`src/pkg/cac_pkg.sv`:
```
package cac_pkg;

   // ---------------------------------------------------------------
   // Converter geometry and configuration word layout
   // ---------------------------------------------------------------
   localparam int CHANNELS = 64;
   localparam int WORD20 = 20;
   localparam int WORD16 = 16;
   localparam int CFG_W = 16;
   localparam int CFG_CLKDIV = 13;
   localparam int CFG_RANGE_HI = 10;
   localparam int CFG_RANGE_LO = 9;
   localparam int CFG_FORMAT = 8;
   localparam int CFG_VERSION = 7;
   localparam int CLK_DIV_ON = 4;
   localparam logic [1:0] RANGE_3 = 2'h3;
   localparam logic [1:0] RANGE_2 = 2'h2;
   localparam logic [1:0] RANGE_1 = 2'h1;
   // Full scale in units of 0.01 pC
   localparam logic [WORD20-1:0] FS_150PC = 20'h0_3a98;
   localparam logic [WORD20-1:0] FS_100PC = 20'h0_2710;

   // ---------------------------------------------------------------
   // Timing
   // ---------------------------------------------------------------
   localparam longint SYS_CLK_HZ = 40_000_000;
   localparam int SYS_CLK_NS = 25;
   localparam longint INT_CLK_MAX_HZ = 5_000_000;
   localparam int INTEGRATION_TOGGLE_TIME_US = 276;
   localparam int INTEGRATION_TOGGLE_ICLK = int'(INTEGRATION_TOGGLE_TIME_US * INT_CLK_MAX_HZ / 1_000_000);
   localparam int READY_PULSE_NS = 100;
   localparam int READY_PULSE_CYC = (READY_PULSE_NS + SYS_CLK_NS - 1) / SYS_CLK_NS;
   localparam int SHIFT_PERIOD_NS = 400;
   localparam int SHIFT_HALF_CYC = SHIFT_PERIOD_NS / 2 / SYS_CLK_NS;
   localparam int MCLK_DIV = 2;

   // ---------------------------------------------------------------
   // Host register map (byte addresses) and fields
   // ---------------------------------------------------------------
   localparam logic [7:0] ADDR_CTRL = 8'h00;
   localparam logic [7:0] ADDR_HALF = 8'h04;
   localparam logic [7:0] ADDR_DELAY = 8'h08;
   localparam logic [7:0] ADDR_STATUS = 8'h0c;
   localparam logic [7:0] ADDR_DATA = 8'h10;
   localparam logic [7:0] ADDR_INT_STAT = 8'h14;
   localparam logic [7:0] ADDR_INT_EN = 8'h18;
   localparam logic [7:0] ADDR_INT_CLR = 8'h1c;
   localparam int CTRL_W = 12;
   localparam int CTRL_RUN = 0;
   localparam int CTRL_TIMED = 1;
   localparam int CTRL_EARLY = 2;
   localparam int CTRL_FORMAT = 3;
   localparam int CTRL_CLKDIV = 4;
   localparam int CTRL_VERSION = 5;
   localparam int CTRL_RANGE_LO = 6;
   localparam int CTRL_NDEV_LO = 8;
   localparam logic [CTRL_W-1:0] CTRL_RST = 12'h1c0;
   localparam logic [31:0] HALF_RST = 32'h0000_2710;
   localparam int IRQ_N = 4;
   localparam int IRQ_WORD = 0;
   localparam int IRQ_FRAME = 1;
   localparam int IRQ_OVERRUN = 2;
   localparam int IRQ_LATE = 3;

endpackage : cac_pkg

```
`src/pkg/cac_link_if.sv`:
```
`timescale 1ns/10ps
interface cac_link_if
   import cac_pkg::*;
();
   logic integration_toggle;
   logic result_ready_n;
   logic shift_clock;
   logic data_out;
   logic [CFG_W-1:0] cfg_word;

   modport dev(input integration_toggle, input shift_clock, input cfg_word,
               output result_ready_n, output data_out);
   modport host(output integration_toggle, output shift_clock, output cfg_word,
                input result_ready_n, input data_out);
endinterface : cac_link_if

```
`src/hdl/cac_pin_sync.sv`:
```
`timescale 1ns/10ps
module cac_pin_sync (
   // Clock and reset
   input wire logic sys_clk,
   input wire logic nrst,
   // Pin and filtered view
   input wire logic pin,
   output logic level,
   output logic rise,
   output logic fall
);
   logic [2:0] sh_q;
   logic [2:0] sh_d;
   logic lvl_q, lvl_d, rise_q, rise_d, fall_q, fall_d;

   // A change counts only once stages two and three agree
   always_comb begin
      sh_d = {sh_q[1:0], pin};
      lvl_d = (sh_q[1] == sh_q[2]) ? sh_q[2] : lvl_q;
      rise_d = lvl_d & ~lvl_q;
      fall_d = ~lvl_d & lvl_q;
   end

   always_ff @(posedge sys_clk or negedge nrst) begin
      if (!nrst) begin
         sh_q <= 3'h0;
         lvl_q <= 1'b0;
         rise_q <= 1'b0;
         fall_q <= 1'b0;
      end else begin
         sh_q <= sh_d;
         lvl_q <= lvl_d;
         rise_q <= rise_d;
         fall_q <= fall_d;
      end
   end

   assign level = lvl_q;
   assign rise = rise_q;
   assign fall = fall_q;
endmodule : cac_pin_sync

```
`src/hdl/cac_host.sv`:
```
`timescale 1ns/10ps
module cac_host
   import cac_pkg::*;
#(
   parameter int HALF_CYC = SHIFT_HALF_CYC
) (
   // Clock and reset
   input wire logic sys_clk,
   input wire logic nrst,
   // APB slave
   input wire logic psel,
   input wire logic penable,
   input wire logic pwrite,
   input wire logic [7:0] paddr,
   input wire logic [31:0] pwdata,
   output logic [31:0] prdata,
   output logic pready,
   output logic pslverr,
   // Interrupt
   output logic irq,
   // Link to converters
   cac_link_if.host link
);
   typedef enum logic [1:0] {HS_IDLE, HS_WAIT, HS_LOW, HS_HIGH} cac_hstate_t;

   cac_hstate_t st_q, st_d;
   logic rdy_fall, dat_lvl;
   logic [CTRL_W-1:0] ctrl_q, ctrl_d;
   logic [31:0] half_q, half_d, delay_q, delay_d, hcnt_q, hcnt_d, dly_q, dly_d;
   logic [31:0] prdata_q, prdata_d;
   logic pready_q, pready_d, pslverr_q, pslverr_d, irq_q, irq_d;
   logic tog_q, tog_d, sclk_q, sclk_d, valid_q, valid_d;
   logic [IRQ_N-1:0] stat_q, stat_d, en_q, en_d, ev;
   logic [CFG_W-1:0] cfg_q, cfg_d;
   logic [7:0] ph_q, ph_d;
   logic [15:0] bits_q, bits_d, total_bits;
   logic [4:0] wbits_q, wbits_d, word_w;
   logic [WORD20-1:0] word_q, word_d, data_q, data_d, word_nx;
   logic tog_edge, start_now, shifting, acc, setup, mapped, timed, early;

   cac_pin_sync u_rdy (.sys_clk(sys_clk), .nrst(nrst), .pin(link.result_ready_n),
                       .level(), .rise(), .fall(rdy_fall));
   cac_pin_sync u_dat (.sys_clk(sys_clk), .nrst(nrst), .pin(link.data_out),
                       .level(dat_lvl), .rise(), .fall());

   assign timed = ctrl_q[CTRL_TIMED];
   assign early = ctrl_q[CTRL_EARLY];
   assign word_w = ctrl_q[CTRL_FORMAT] ? 5'(WORD20) : 5'(WORD16);
   assign total_bits = 16'(word_w) * 16'(CHANNELS) * {12'h000, ctrl_q[CTRL_NDEV_LO +: 4]};
   assign shifting = (st_q == HS_LOW) || (st_q == HS_HIGH);
   assign word_nx = {word_q[WORD20-2:0], dat_lvl};

   // ---------------------------------------------------------------
   // Register bus, toggle generator, readout engine
   // ---------------------------------------------------------------
   always_comb begin
      ctrl_d = ctrl_q;
      half_d = half_q;
      delay_d = delay_q;
      en_d = en_q;
      valid_d = valid_q;
      data_d = data_q;
      tog_d = tog_q;
      hcnt_d = hcnt_q;
      st_d = st_q;
      sclk_d = sclk_q;
      ph_d = ph_q;
      bits_d = bits_q;
      wbits_d = wbits_q;
      word_d = word_q;
      dly_d = dly_q;
      ev = '0;
      tog_edge = 1'b0;
      setup = psel & penable & ~pready_q;
      acc = psel & penable & pready_q;
      mapped = (paddr[7:5] == 3'h0) && (paddr[1:0] == 2'h0);
      pready_d = setup;
      pslverr_d = setup & ~mapped;
      prdata_d = prdata_q;
      if (setup) begin
         unique case (paddr)
            ADDR_CTRL: prdata_d = {20'h0_0000, ctrl_q};
            ADDR_HALF: prdata_d = half_q;
            ADDR_DELAY: prdata_d = delay_q;
            ADDR_STATUS: prdata_d = {28'h000_0000, tog_q, valid_q, st_q != HS_IDLE, shifting};
            ADDR_DATA: prdata_d = {12'h000, data_q};
            ADDR_INT_STAT: prdata_d = {28'h000_0000, stat_q};
            ADDR_INT_EN: prdata_d = {28'h000_0000, en_q};
            default: prdata_d = 32'h0000_0000;
         endcase
      end
      // Toggle runs on the shared system clock so edges stay synchronous
      if (ctrl_q[CTRL_RUN]) begin
         if (hcnt_q == 32'h0000_0000) begin
            tog_d = ~tog_q;
            hcnt_d = half_q;
            tog_edge = 1'b1;
         end else begin
            hcnt_d = hcnt_q - 32'h0000_0001;
         end
      end else begin
         hcnt_d = half_q;
      end
      // Early mode starts on the edge and accepts the overwrite hazard
      start_now = (early & tog_edge) | (~timed & ~early & rdy_fall);
      unique case (st_q)
         HS_IDLE: begin
            if (timed && !early && tog_edge) begin
               st_d = HS_WAIT;
               dly_d = delay_q;
            end
         end
         HS_WAIT: begin
            if (dly_q != 32'h0000_0000) begin
               dly_d = dly_q - 32'h0000_0001;
            end
         end
         HS_LOW: begin
            if (ph_q == 8'h00) begin
               sclk_d = 1'b1;
               ph_d = 8'(HALF_CYC - 1);
               bits_d = bits_q - 16'h0001;
               word_d = word_nx;
               wbits_d = wbits_q + 5'h01;
               if (wbits_q + 5'h01 == word_w) begin
                  data_d = word_nx;
                  word_d = '0;
                  wbits_d = 5'h00;
                  valid_d = 1'b1;
                  ev[IRQ_WORD] = 1'b1;
                  ev[IRQ_OVERRUN] = valid_q;
               end
               st_d = HS_HIGH;
            end else begin
               ph_d = ph_q - 8'h01;
            end
         end
         HS_HIGH: begin
            if (ph_q == 8'h00) begin
               sclk_d = 1'b0;
               ph_d = 8'(HALF_CYC - 1);
               if (bits_q == 16'h0000) begin
                  st_d = HS_IDLE;
                  ev[IRQ_FRAME] = 1'b1;
               end else begin
                  st_d = HS_LOW;
               end
            end else begin
               ph_d = ph_q - 8'h01;
            end
         end
      endcase
      if (start_now || (st_q == HS_WAIT && dly_q == 32'h0000_0000)) begin
         if (!shifting) begin
            st_d = HS_LOW;
            ph_d = 8'(HALF_CYC - 1);
            bits_d = total_bits;
            wbits_d = 5'h00;
            word_d = '0;
         end
      end
      // New results landing mid-frame have replaced the ones being read
      if (rdy_fall && shifting) begin
         ev[IRQ_OVERRUN] = 1'b1;
      end
      if (tog_edge && shifting && !early) begin
         ev[IRQ_LATE] = 1'b1;
      end
      if (acc && pwrite) begin
         unique case (paddr)
            ADDR_CTRL: ctrl_d = pwdata[CTRL_W-1:0];
            ADDR_HALF: half_d = pwdata;
            ADDR_DELAY: delay_d = pwdata;
            ADDR_INT_EN: en_d = pwdata[IRQ_N-1:0];
            default: ;
         endcase
      end
      if (acc && !pwrite && paddr == ADDR_DATA && !(ev[IRQ_WORD])) begin
         valid_d = 1'b0;
      end
      stat_d = stat_q | ev;
      if (acc && pwrite && paddr == ADDR_INT_CLR) begin
         stat_d = (stat_q & ~pwdata[IRQ_N-1:0]) | ev;
      end
      irq_d = |(stat_q & en_q);
      cfg_d = '0;
      cfg_d[CFG_CLKDIV] = ctrl_q[CTRL_CLKDIV];
      cfg_d[CFG_RANGE_HI:CFG_RANGE_LO] = ctrl_q[CTRL_RANGE_LO +: 2];
      cfg_d[CFG_FORMAT] = ctrl_q[CTRL_FORMAT];
      cfg_d[CFG_VERSION] = ctrl_q[CTRL_VERSION];
   end

   always_ff @(posedge sys_clk or negedge nrst) begin
      if (!nrst) begin
         ctrl_q <= CTRL_RST;
         half_q <= HALF_RST;
         delay_q <= 32'h0000_0000;
         en_q <= '0;
         stat_q <= '0;
         valid_q <= 1'b0;
         data_q <= '0;
         tog_q <= 1'b0;
         hcnt_q <= 32'h0000_0000;
         st_q <= HS_IDLE;
         sclk_q <= 1'b0;
         ph_q <= 8'h00;
         bits_q <= 16'h0000;
         wbits_q <= 5'h00;
         word_q <= '0;
         dly_q <= 32'h0000_0000;
         prdata_q <= 32'h0000_0000;
         pready_q <= 1'b0;
         pslverr_q <= 1'b0;
         irq_q <= 1'b0;
         cfg_q <= '0;
      end else begin
         ctrl_q <= ctrl_d;
         half_q <= half_d;
         delay_q <= delay_d;
         en_q <= en_d;
         stat_q <= stat_d;
         valid_q <= valid_d;
         data_q <= data_d;
         tog_q <= tog_d;
         hcnt_q <= hcnt_d;
         st_q <= st_d;
         sclk_q <= sclk_d;
         ph_q <= ph_d;
         bits_q <= bits_d;
         wbits_q <= wbits_d;
         word_q <= word_d;
         dly_q <= dly_d;
         prdata_q <= prdata_d;
         pready_q <= pready_d;
         pslverr_q <= pslverr_d;
         irq_q <= irq_d;
         cfg_q <= cfg_d;
      end
   end

   assign prdata = prdata_q;
   assign pready = pready_q;
   assign pslverr = pslverr_q;
   assign irq = irq_q;
   assign link.integration_toggle = tog_q;
   assign link.shift_clock = sclk_q;
   assign link.cfg_word = cfg_q;
endmodule : cac_host

```
`src/flat_wrapper.sv`:
```
// flat-port wrapper written by rule: the top's interface ports become plain ports
module cac_host_flat import cac_pkg::*;
#(
   parameter int HALF_CYC = SHIFT_HALF_CYC
)
  (sys_clk, nrst, psel, penable, pwrite, paddr, pwdata, prdata, pready, pslverr, irq, link_integration_toggle, link_shift_clock, link_cfg_word, link_result_ready_n, link_data_out);
  cac_link_if link_i ();
  input wire logic sys_clk;
  input wire logic nrst;
  input wire logic psel;
  input wire logic penable;
  input wire logic pwrite;
  input wire logic [7:0] paddr;
  input wire logic [31:0] pwdata;
  output logic [31:0] prdata;
  output logic pready;
  output logic pslverr;
  output logic irq;
  output wire logic [$bits(link_i.integration_toggle)-1:0] link_integration_toggle;
  output wire logic [$bits(link_i.shift_clock)-1:0] link_shift_clock;
  output wire logic [$bits(link_i.cfg_word)-1:0] link_cfg_word;
  input wire logic [$bits(link_i.result_ready_n)-1:0] link_result_ready_n;
  input wire logic [$bits(link_i.data_out)-1:0] link_data_out;
  assign link_integration_toggle = link_i.integration_toggle;
  assign link_shift_clock = link_i.shift_clock;
  assign link_cfg_word = link_i.cfg_word;
  assign link_i.result_ready_n = link_result_ready_n;
  assign link_i.data_out = link_data_out;
  cac_host #(.HALF_CYC(HALF_CYC)) u_core (.sys_clk(sys_clk), .nrst(nrst), .psel(psel), .penable(penable), .pwrite(pwrite), .paddr(paddr), .pwdata(pwdata), .prdata(prdata), .pready(pready), .pslverr(pslverr), .irq(irq), .link(link_i));
endmodule
```
`config.mk`:
```
export PLATFORM = sky130hd
export DESIGN_NAME = cac_host_flat
export DESIGN_NICKNAME = d
export VERILOG_FILES = /design/src/pkg/cac_pkg.sv /design/src/pkg/cac_link_if.sv /design/src/hdl/cac_pin_sync.sv /design/src/hdl/cac_host.sv /design/src/flat_wrapper.sv
export SDC_FILE = /design/constraint.sdc
export NUM_CORES = 1
export LEC_CHECK = 0
export BUFFER_PORTS_ARGS = -buffer_cell sky130_fd_sc_hd__buf_2
export CAP_MARGIN = 20
export CORE_MARGIN = 2
export CORE_UTILIZATION = 60
export CTS_CLUSTER_DIAMETER = 120
export DETAILED_ROUTE_END_ITERATION = 8
export GPL_TIMING_DRIVEN = 0
export PLACE_DENSITY = 0.8
export SKIP_CTS_REPAIR_TIMING = 1
export SLEW_MARGIN = 0
export SYNTH_ARGS = -nofsm -noshare
export SYNTH_HDL_FRONTEND = slang
export SYNTH_HIERARCHICAL = 1
export SYNTH_SLANG_ARGS = --single-unit
```
`constraint.sdc`:
```
create_clock -name sys_clk -period 2.8 [get_ports sys_clk]
set_clock_uncertainty 0.1 [all_clocks]
set_input_delay 0 -clock sys_clk [delete_from_list [all_inputs] [get_ports sys_clk]]
set_output_delay 0 -clock sys_clk [all_outputs]
set_load 0.005 [all_outputs]
```
# Word-level counts from Yosys, hierarchy flattened

Cells that the tools add are included.
Widths: inputs -> output; s select.

Output and inout bits: 53
Bits in read-only memories: 0
Latch bits: 0
Logic and storage cells: 166
Bits in writable memories: 0
Register bits after elaboration: 271
Memories: 0
Bits of input ports: 47

Shifts and indexed selects: 0
Add/sub/neg operators: 5
Bitwise logic cells: 20
Order comparisons: 0
Eq/ne operators: 17
$mul: 1
Muxes and demuxes: 54
Reductions and logical operators: 43
Divide/modulo/power cells: 0

Operator list:

| operator              | count |
|---|---|
| $pmux 32 s7           | 1 |
| $mux 32               | 4 |
| $mux 20               | 5 |
| $logic_not 32->1      | 2 |
| $mux 16               | 4 |
| $pmux 32 s2           | 1 |
| $sub 32x1->32 const B | 2 |
| $eq 8x5->1 const B    | 4 |
| $mux 8                | 4 |
| $reduce_bool 32->1    | 1 |
| $mux 5                | 5 |
| $mux 1                | 20 |
| $eq 8x4->1 const B    | 2 |
| $logic_not 16->1      | 1 |
| $logic_not 8->1       | 2 |
| $sub 16x1->16 const B | 1 |
| $logic_and 1x1->1     | 12 |
| $mux 2                | 6 |
| $reduce_and 3->1      | 4 |
| $reduce_bool 2->1     | 6 |
| $reduce_and 2->1      | 5 |
| $mul 5x4->9           | 1 |
| $and 1x1->1           | 8 |
| $and 4x4->4           | 2 |
| 23 further kinds      | 37 |

# Depth between registers and ports, before layout

Gate-level depths: netlist of the first run.

Word-level depth: 9
Mapped depth: 9
Gate-level depth less buffers: 8

# Hierarchy

Netlist of the first run, hierarchy kept.

Modules (own cells, without submodules):

| module       | area an instance (µm²) | instances | seq. area each (µm²) | cells each |
|---|---|---|---|---|
| cac_host     | 12,673.4               | 1         | 6,541.3              | 1,185 |
| cac_pin_sync | 178.9                  | 2         | 150.1                | 9 |

# Worst setup path after synthesis of the first run

Ideal clock, no wire load.

Kind: register to register
From: reg u_core.ph_q[0]
To: reg u_core.data_q[10]
Clock period less this slack: 2.337 ns
Stages on the path, launching flop included: 10
Arrival time: 2.112 ns
Setup slack: 0.463 ns
Cells stage by stage: dfrtp_1 > inv_1 > ha_1 > nor4b_2 > and2_1 > buf_2 > nand2_2 > nor3_2 > buf_4 > mux2_2

Word-level cells in the longest chain between the ends: 2

RTL lines:

| item                              | line            | text |
|---|---|---|
| from (decl)                       | cac_host.sv:35  | `logic [7:0] ph_q, ph_d;` |
| from (signal assigned)            | cac_host.sv:228 | `ph_q <= ph_d;` |
| $logic_not 8->1                   | cac_host.sv:119 | `if (ph_q == 8'h00) begin` |
| $reduce_and 3->1 (no source line) | -               |  |
| to (signal assigned)              | cac_host.sv:223 | `data_q <= data_d;` |
| to (decl)                         | cac_host.sv:38  | `logic [WORD20-1:0] word_q, word_d, data_q, data_d, word_nx;` |

Every way passes these cells.
A chain may end at the register's enable or synchronous reset.

# Worst setup path after layout of the first run

From: reg u_core.hcnt_q[10]
To: reg u_core.dly_q[11]

Word-level cells in the longest chain between the ends: 6

RTL lines:

| item                              | line            | text |
|---|---|---|
| from (decl)                       | cac_host.sv:29  | `logic [31:0] half_q, half_d, delay_q, delay_d, hcnt_q, hcnt_d, dly_q, dly_d;` |
| from (signal assigned)            | cac_host.sv:225 | `hcnt_q <= hcnt_d;` |
| $logic_not 32->1                  | cac_host.sv:94  | `if (hcnt_q == 32'h0000_0000) begin` |
| $mux 1                            | cac_host.sv:94  |  |
| $mux 1                            | cac_host.sv:93  | `if (ctrl_q[CTRL_RUN]) begin` |
| $logic_and 1x1->1                 | cac_host.sv:108 | `if (timed && !early && tog_edge) begin` |
| $ne 2x1->1 (no source line)       | -               |  |
| $reduce_and 3->1 (no source line) | -               |  |
| to (signal assigned)              | cac_host.sv:232 | `dly_q <= dly_d;` |
| to (decl)                         | cac_host.sv:29  |  |

Every way passes these cells.

==> impl_metrics.ini, run 1 <==
[layout]
mostFrequentLayoutCells = dfrtp_1, nand2_1, buf_2
final_layout_size_suffix_gt1_share_pct = 24.7
syn2layout_area_growth_pct = 19.5
final-instance-count-excl-fill = 1676
final_common_cell = dfrtp_1
num_antenna_cells = 0
stdcell_area_sq_mm = 0.0154
nets = 1440

[critical_path]
startpoint = u_core/hcnt_q[10]
cp_max_fo = 10
cp_slowest_stage_delay_ns = 0.52
critPathKind = reg2reg
required_ns = 3.13
cp_slowest_cell = nor4_2
path_buf_inv = 1
critPathLaunchType = register
critPathCaptureType = register
critPathTopFamily = simple AND/OR/NAND/NOR gates
timing.rr.start = u_core/hcnt_q[10]
crit_chain = nor4_2 -> nand3b_4 -> nor4_4 -> o21bai_2 -> buf_4 -> o21ai_1 -> o21ai_1
arrival_ns = 3.04
cpMostUsedCell = o21ai_1

[route]
post_drt_wl_per_cell_microns = 21.8
first_pass_iters = 8
avgViaCountPerCell = 6.39
vias = 10713
drt_iter0_markers = 1274
drc_errors = 0
totalWireLength_microns = 36500
ant_nets = 0

[sta]
worstMarginPinSlew_ns = 1.17
holdWs_ns = 0.0836
max-slew-margin-rel_pct = 21.7
setup_viol = 0
min_period_over_period_pct = 96.7
hold_violations = 0
fin_crit_ns = 2.71
fmax_mhz = 369
maxSlewViolCount = 0

[clocking]
numCtsBuffers = 29
path_clk_slew_ns = 0.06
cts_tree = built
clock_sinks = 270
cts_buffer_depth = 3
clk_latency_ns = 0.56
h-tree-depth = 1
cts_root_buf = clkbuf_16

[synth]
syn_area_sq_mm = 0.0129
syn_area_per_cell_sq_um = 10.8
synth_cells = 1197
yosys_warnings = 6

[floorplan]
die_w_microns = 151
initial_core_util_pct = 61.3
die_area_sq_mm = 0.0227
core_sq_mm = 0.0211
io_pins = 100
num_rows = 53
die_height_microns = 151

[run_status]
outcome = completed

[global_routing]
grt_pass1_vias = 9896
overflow = 0
grt_pass1_wl_microns = 54400
grt_max_degree = 114
antenna_found_initial = 1
grt_usage_pct = 31.1

[placed_design]
portBuffers = 87
dp.cells = 1571
detailed_place.area_sq_mm = 0.0138
gp_congestion = 0.931
detailed_place_hpwl_microns = 24400

[pwr]
vdd_drop_max_mv = 0.500
total_power_w = 0.0104
power_leakage_nw = 7.40
cellPowerDensity_mw_per_mm2 = 673

[worst_hold_path]
worst_hold_path_type = in2reg
worstHoldStart = paddr[6]

[job]
cap_violations = 0
==> stage by stage <==
step           worst slack (ns)  util [%]  TNS [ns]
4_1_cts                  -0.252      70.2     -3.34
3_3_place_gp              -3.25      65.2   -858.41
2_1_floorplan             0.463         -         0
6_report                 0.0916      73.2         0
3_5_place_dp             -0.219      65.5     -3.15
5_1_grt                -0.00470      73.2  -0.00620
==> final timing paths <==
| path | end | slack, ns | depth (start not counted) |
|---|---|---|---|
| worst max register to register | u_core/dly_q[11] | 0.09 | 7 |
| max in group asynchronous | u_core/prdata[10] | 1.54 | 4 |
| worst min-delay path | u_core/prdata[5] | 0.08 | 5 |
| min in group asynchronous | u_core/ctrl_q[6] | 0.47 | 3 |
| worst max-delay path | u_core/dly_q[11] | 0.09 | 7 |
| worst min register to register | u_core/u_dat/sh_q[1] | 0.25 | 0 |
==> state kept, by name (all words and copies together), names as in the netlist, 5 cells and up <==
name                  count
u_core/prdata            32
u_core/wbits_q            5
u_core/half_q            32
u_core/ctrl_q            12
u_core/word_q            19
u_core/dly_q             32
u_core/ph_q               8
u_core/hcnt_q            32
u_core/data_q            20
u_core/delay_q           32
u_core/bits_q            16
u_core/link.cfg_word      5
==> where the power goes <==
part / internal, W / switching [W] / total (W)
clock: 0.00231 / 0.00162 / 0.00393
sequential: 0.00421 / 0.000398 / 0.00461
combinational: 0.000762 / 0.00109 / 0.00185
total: 0.00728 / 0.00311 / 0.0104
==> final cells by class <==
type | count | area, sq um
clock inverter | 13 | 141
tap | 275 | 344
clock buffer | 41 | 851
timing repair buffer | 140 | 1020
inverter | 11 | 41.3
buffer | 75 | 374
sequential | 270 | 6770
multi-input combinational | 851 | 5910
fill | 1428 | 5640
==> metal layers <==
layer,part of all wire [%],vias up,GRT usage [%],routed length (microns)
met5,0.036,-,0,13
met4,4.3,2,12.7,1560
met3,8.0,120,4.82,2930
met2,47,586,49.4,17300
met1,40,5309,43.4,14700
li1,-,4696,-,-
==> tightest hold or removal path, stage by stage <==
cell and delay (ns):
buf_2 0.07, nor2_1 0.07, nand4_1 0.32, a21oi_1 0.09
a21o_1 0.15
No activity file was read; power rests on OpenSTA's default activity.
==> run 2, diff against run 1 <==
- CORE_UTILIZATION: 60 -> 35
- PLACE_DENSITY: 0.8 -> default
- SETUP_SLACK_MARGIN: default -> 0.1
==> impl_metrics.ini, run 2 (synthesis gave the netlist of run 1 again) <==
[clocking]
clk_latency_ns = 0.58
h-tree-depth = 1
path_clk_slew_ns = 0.06
cts_tree = built
clock_sinks = 270
numCtsBuffers = 31
cts_root_buf = clkbuf_16
cts_buffer_depth = 3

[sta]
worstMarginPinSlew_ns = 1.00
setup_viol = 0
fin_crit_ns = 2.64
worst_slack_ns = 0.161
rsz0062_at_grt = true
min_period_over_period_pct = 94.3
hold_violations = 0
max-slew-margin-rel_pct = 32.6
setup_tns_ns = 0
maxSlewViolCount = 0
fmax_mhz = 379

[placed_design]
dp.cells = 1765
gp_congestion = 0.881
detailed_place.area_sq_mm = 0.0141
portBuffers = 87
place_ws_ns = -0.193
detailed_place_hpwl_microns = 26600

[pwr]
seq_power_share_pct = 43.8
pwr-share-clk_pct = 38.2
switching_share_pct = 29.9
vdd_drop_max_mv = 0.447
power_frac_comb_pct = 18.0
p_sw_w = 0.00314
cellPowerDensity_mw_per_mm2 = 664
power_leakage_nw = 7.49
p_int_w = 0.00737

[floorplan]
core_sq_mm = 0.0365
initial_core_util_pct = 35.4
die_area_sq_mm = 0.0385
die_w_microns = 196
die_height_microns = 196
num_rows = 70
io_pins = 100

[critical_path]
cp_max_fo = 10
critPathCaptureType = register
required_ns = 3.13
arrival_ns = 2.97
critPathLaunchType = register
critPathKind = reg2reg

[route]
post_drt_wl_per_cell_microns = 19.9
avgViaCountPerCell = 5.43
drc_errors = 0
ant_nets = 0
totalWireLength_microns = 37400
vias = 10210
first_pass_iters = 5
drt_iter0_markers = 819

[layout]
fin_util_pct = 43.4
mostFrequentLayoutCells = dfrtp_1, nand2_1, buf_2
final-instance-count-excl-fill = 1882
stdcell_area_sq_mm = 0.0158
final_layout_size_suffix_gt1_share_pct = 25.3
final_common_cell = dfrtp_1
syn2layout_area_growth_pct = 22.5
nets = 1451

[global_routing]
antenna_found_initial = 1
grt_max_degree = 113
grt_usage_pct = 19.0
grt_pass1_vias = 9752
grt_pass1_wl_microns = 56700
overflow = 0

[job]
cap_violations = 0

[run_status]
outcome = completed

[worst_hold_path]
worst_hold_path_type = in2reg
-- run 2: critical path, stage by stage (launching register included) --
cell and delay, ns:
dfrtp_1 0.47, nor4_4 0.44, nand4b_1 0.22, buf_4 0.21, nor4_4 0.28, o21bai_2 0.33, clkbuf_4 0.36, o22ai_1 0.11
-- run 2: layout make-up --
cell class,count,area (sq um)
clock buffer,46,922
timing repair buffer,149,1080
buffer,75,394
clock inverter,11,98.8
antenna,1,2.50
fill,3462,20700
inverter,11,41.3
sequential,270,6770
multi-input combinational,851,5940
tap,468,586
-- run 2: power groups by stage --
stage               combinational (W)  clock, W  sequential [W]
floorplan                     0.00121         0         0.00455
global placement              0.00163         0         0.00463
detailed placement            0.00168         0         0.00464
CTS                           0.00168   0.00410         0.00457
global route                  0.00210   0.00426         0.00465
finish                        0.00189   0.00401         0.00461
-- run 2: final timing paths --
| path | from | cells past startpoint | slack [ns] | end |
|---|---|---|---|---|
| worst min-delay path | paddr[2] | 5 | 0.1 | u_core/stat_q[1] |
| max in group asynchronous | nrst | 5 | 0.92 | u_core/half_q[13] |
| worst min register to register | u_core/u_rdy/sh_q[0] | 0 | 0.25 | u_core/u_rdy/sh_q[1] |
| worst max register to register | u_core/dly_q[24] | 7 | 0.16 | u_core/dly_q[25] |
| worst max-delay path | u_core/dly_q[24] | 7 | 0.16 | u_core/dly_q[25] |
| min in group asynchronous | nrst | 3 | 0.38 | u_core/wbits_q[3] |
-- run 2: per-stage QoR --
step,hold slack (ns),total power [W]
after global placement,0.00792,0.00625
final,0.0998,0.0105
after floorplan,-0.396,0.00576
after CTS,-0.663,0.0104
after global routing,0.132,0.0110
after detailed placement,-0.0511,0.00631
-- run 2: per-layer routing --
layer | track usage, % | wire, microns | vias up
met5 | 0 | 0 | -
met4 | 5.11 | 871 | 0
met3 | 2.96 | 2000 | 48
met2 | 30.4 | 17300 | 309
met1 | 26.9 | 17200 | 5123
li1 | - | - | 4730
==> run 3, diff against run 2 <==
- GPL_TIMING_DRIVEN: 0 -> default
==> impl_metrics.ini, run 3 (synthesis gave the netlist of run 1 again) <==
[route]
wirelength_met1_microns = 16300
first_pass_iters = 5
ant_nets = 0
post_drt_wl_per_cell_microns = 18.6
drc_errors = 0
wl_met3_microns = 1510
top_layer = met4
dr_wl_met2_microns = 15600
vias = 9792
totalWireLength_microns = 34100
avgViaCountPerCell = 5.34
drt_iter0_markers = 731

[placed_design]
dp.cells = 1731
detailed_place_hpwl_microns = 23300
portBuffers = 88
gp_congestion = 0.853
detailed_place.area_sq_mm = 0.0141

[sta]
setup_tns_ns = 0
fmax_mhz = 390
max-slew-margin-rel_pct = 55.2
setup_viol = 0
worstMarginPinSlew_ns = 0.665
holdWs_ns = -0.0248
hold_violations = 3
min_period_over_period_pct = 91.6
maxSlewViolCount = 0
rsz0062_at_grt = true
fin_crit_ns = 2.57

[critical_path]
cpMostUsedCell = a21oi_1
cp_max_fo = 6
timing.rr.start = u_core/hcnt_q[22]
required_ns = 3.18
r2r_cells = 7
arrival_ns = 2.94
critPathLaunchType = register
cp_slowest_stage_delay_ns = 0.47
cp_slowest_cell = nor4_4
rr_endpoint = u_core/dly_q[4]
crit_chain = nor4_1 -> nand3_1 -> nor4_4 -> a2bb2oi_2 -> buf_4 -> a21oi_1 -> a21oi_1
critPathCaptureType = register
critPathKind = reg2reg
reg2reg_setup_slack_ns = 0.23

[clocking]
cts_buffer_depth = 3
numCtsBuffers = 30
clock_sinks = 270
cts_tree = built
cts_root_buf = clkbuf_16
h-tree-depth = 1
clk_latency_ns = 0.56
path_clk_slew_ns = 0.06

[floorplan]
num_rows = 70
initial_core_util_pct = 35.4
die_area_sq_mm = 0.0385
die_height_microns = 196
io_pins = 100
die_w_microns = 196
core_sq_mm = 0.0365

[global_routing]
antenna_found_initial = 0
grt_max_degree = 83
overflow = 0
grt_pass1_vias = 9567
grt_usage_pct = 17.5
grt_pass1_wl_microns = 54200

[pwr]
vdd_drop_max_mv = 0.590
cellPowerDensity_mw_per_mm2 = 670
power_leakage_nw = 7.36

[worst_hold_path]
hold_depth = 5
worstHoldStart = paddr[4]
whs_endpoint = u_core/prdata[1]
worst_hold_path_type = in2reg

[job]
cap_violations = 0

[layout]
fin_util_pct = 42.8
stdcell_area_sq_mm = 0.0156
nets = 1405
num_antenna_cells = 0
syn2layout_area_growth_pct = 21.0
fillers = 3468
multi_input_area_sq_mm = 0.00584
seqCellArea_sq_mm = 0.00677
final_common_cell = dfrtp_1
final_layout_size_suffix_gt1_share_pct = 24.9
final-instance-count-excl-fill = 1835
mostFrequentLayoutCells = dfrtp_1, nand2_1, mux2_2

[run_status]
outcome = complete, but fails checks
violations = hold timing
run 3: cell count changes in the layout (fill, tap and decap cells not counted), moves of 6 or more:
cell and change:
clkbuf_8 -7, clkbuf_1 -29, buf_4 +6, clkbuf_2 -6
buf_2 -17, buf_12 +10, clkinv_2 +7
run 3: layout make-up:
class	count	area share (%)
flip-flops and latches	270	43.3
multi-input cells	851	37.4
repair buffers	179	8.80
clock buffers	36	5.21
well taps	468	3.74
clock inverters	20	1.35
inverters	11	0.264
run 3: power by group:
group          switching [W]  internal, W  total, W  leakage [nW]
Sequential          0.000394      0.00421   0.00461          3.65
Clock                0.00164      0.00244   0.00408         0.508
Combinational        0.00104     0.000749   0.00179          3.20
run 3: stage by stage:
step / total power [W] / setup WS, ns
global route: 0.0110 / 0.0868
floorplan: 0.00576 / 0.463
CTS: 0.0105 / 0.171
global placement: 0.00632 / 0.263
detailed placement: 0.00636 / 0.238
finish: 0.0105 / 0.235
run 3: critical path, delay by kind of cell, from the launching register on:
family | cells | cell delay, ns
buf+inv | 1 | 0.21
compound gates | 3 | 0.56
simple gates | 3 | 1.20
flops | 1 | 0.41
run 3: worst max-delay path by stage:
stage,cells past startpoint,slack (ns),to,start
after floorplan,9,0.46,u_core/data_q[10],u_core/ph_q[0]
after global placement,6,0.26,u_core/ph_q[4],u_core/hcnt_q[22]
after detailed placement,7,0.24,u_core/dly_q[0],u_core/dly_q[16]
after CTS,7,0.17,u_core/dly_q[0],u_core/dly_q[16]
after global routing,7,0.09,u_core/dly_q[18],u_core/hcnt_q[22]
final,7,0.23,u_core/dly_q[4],u_core/hcnt_q[22]
run 3: per-layer routing:
layer  global-route usage (%)  vias to the layer above
met5                        0                        -
met4                     4.26                        0
met3                     2.65                       44
met2                     27.9                      256
met1                     25.2                     4864
li1                         -                     4628
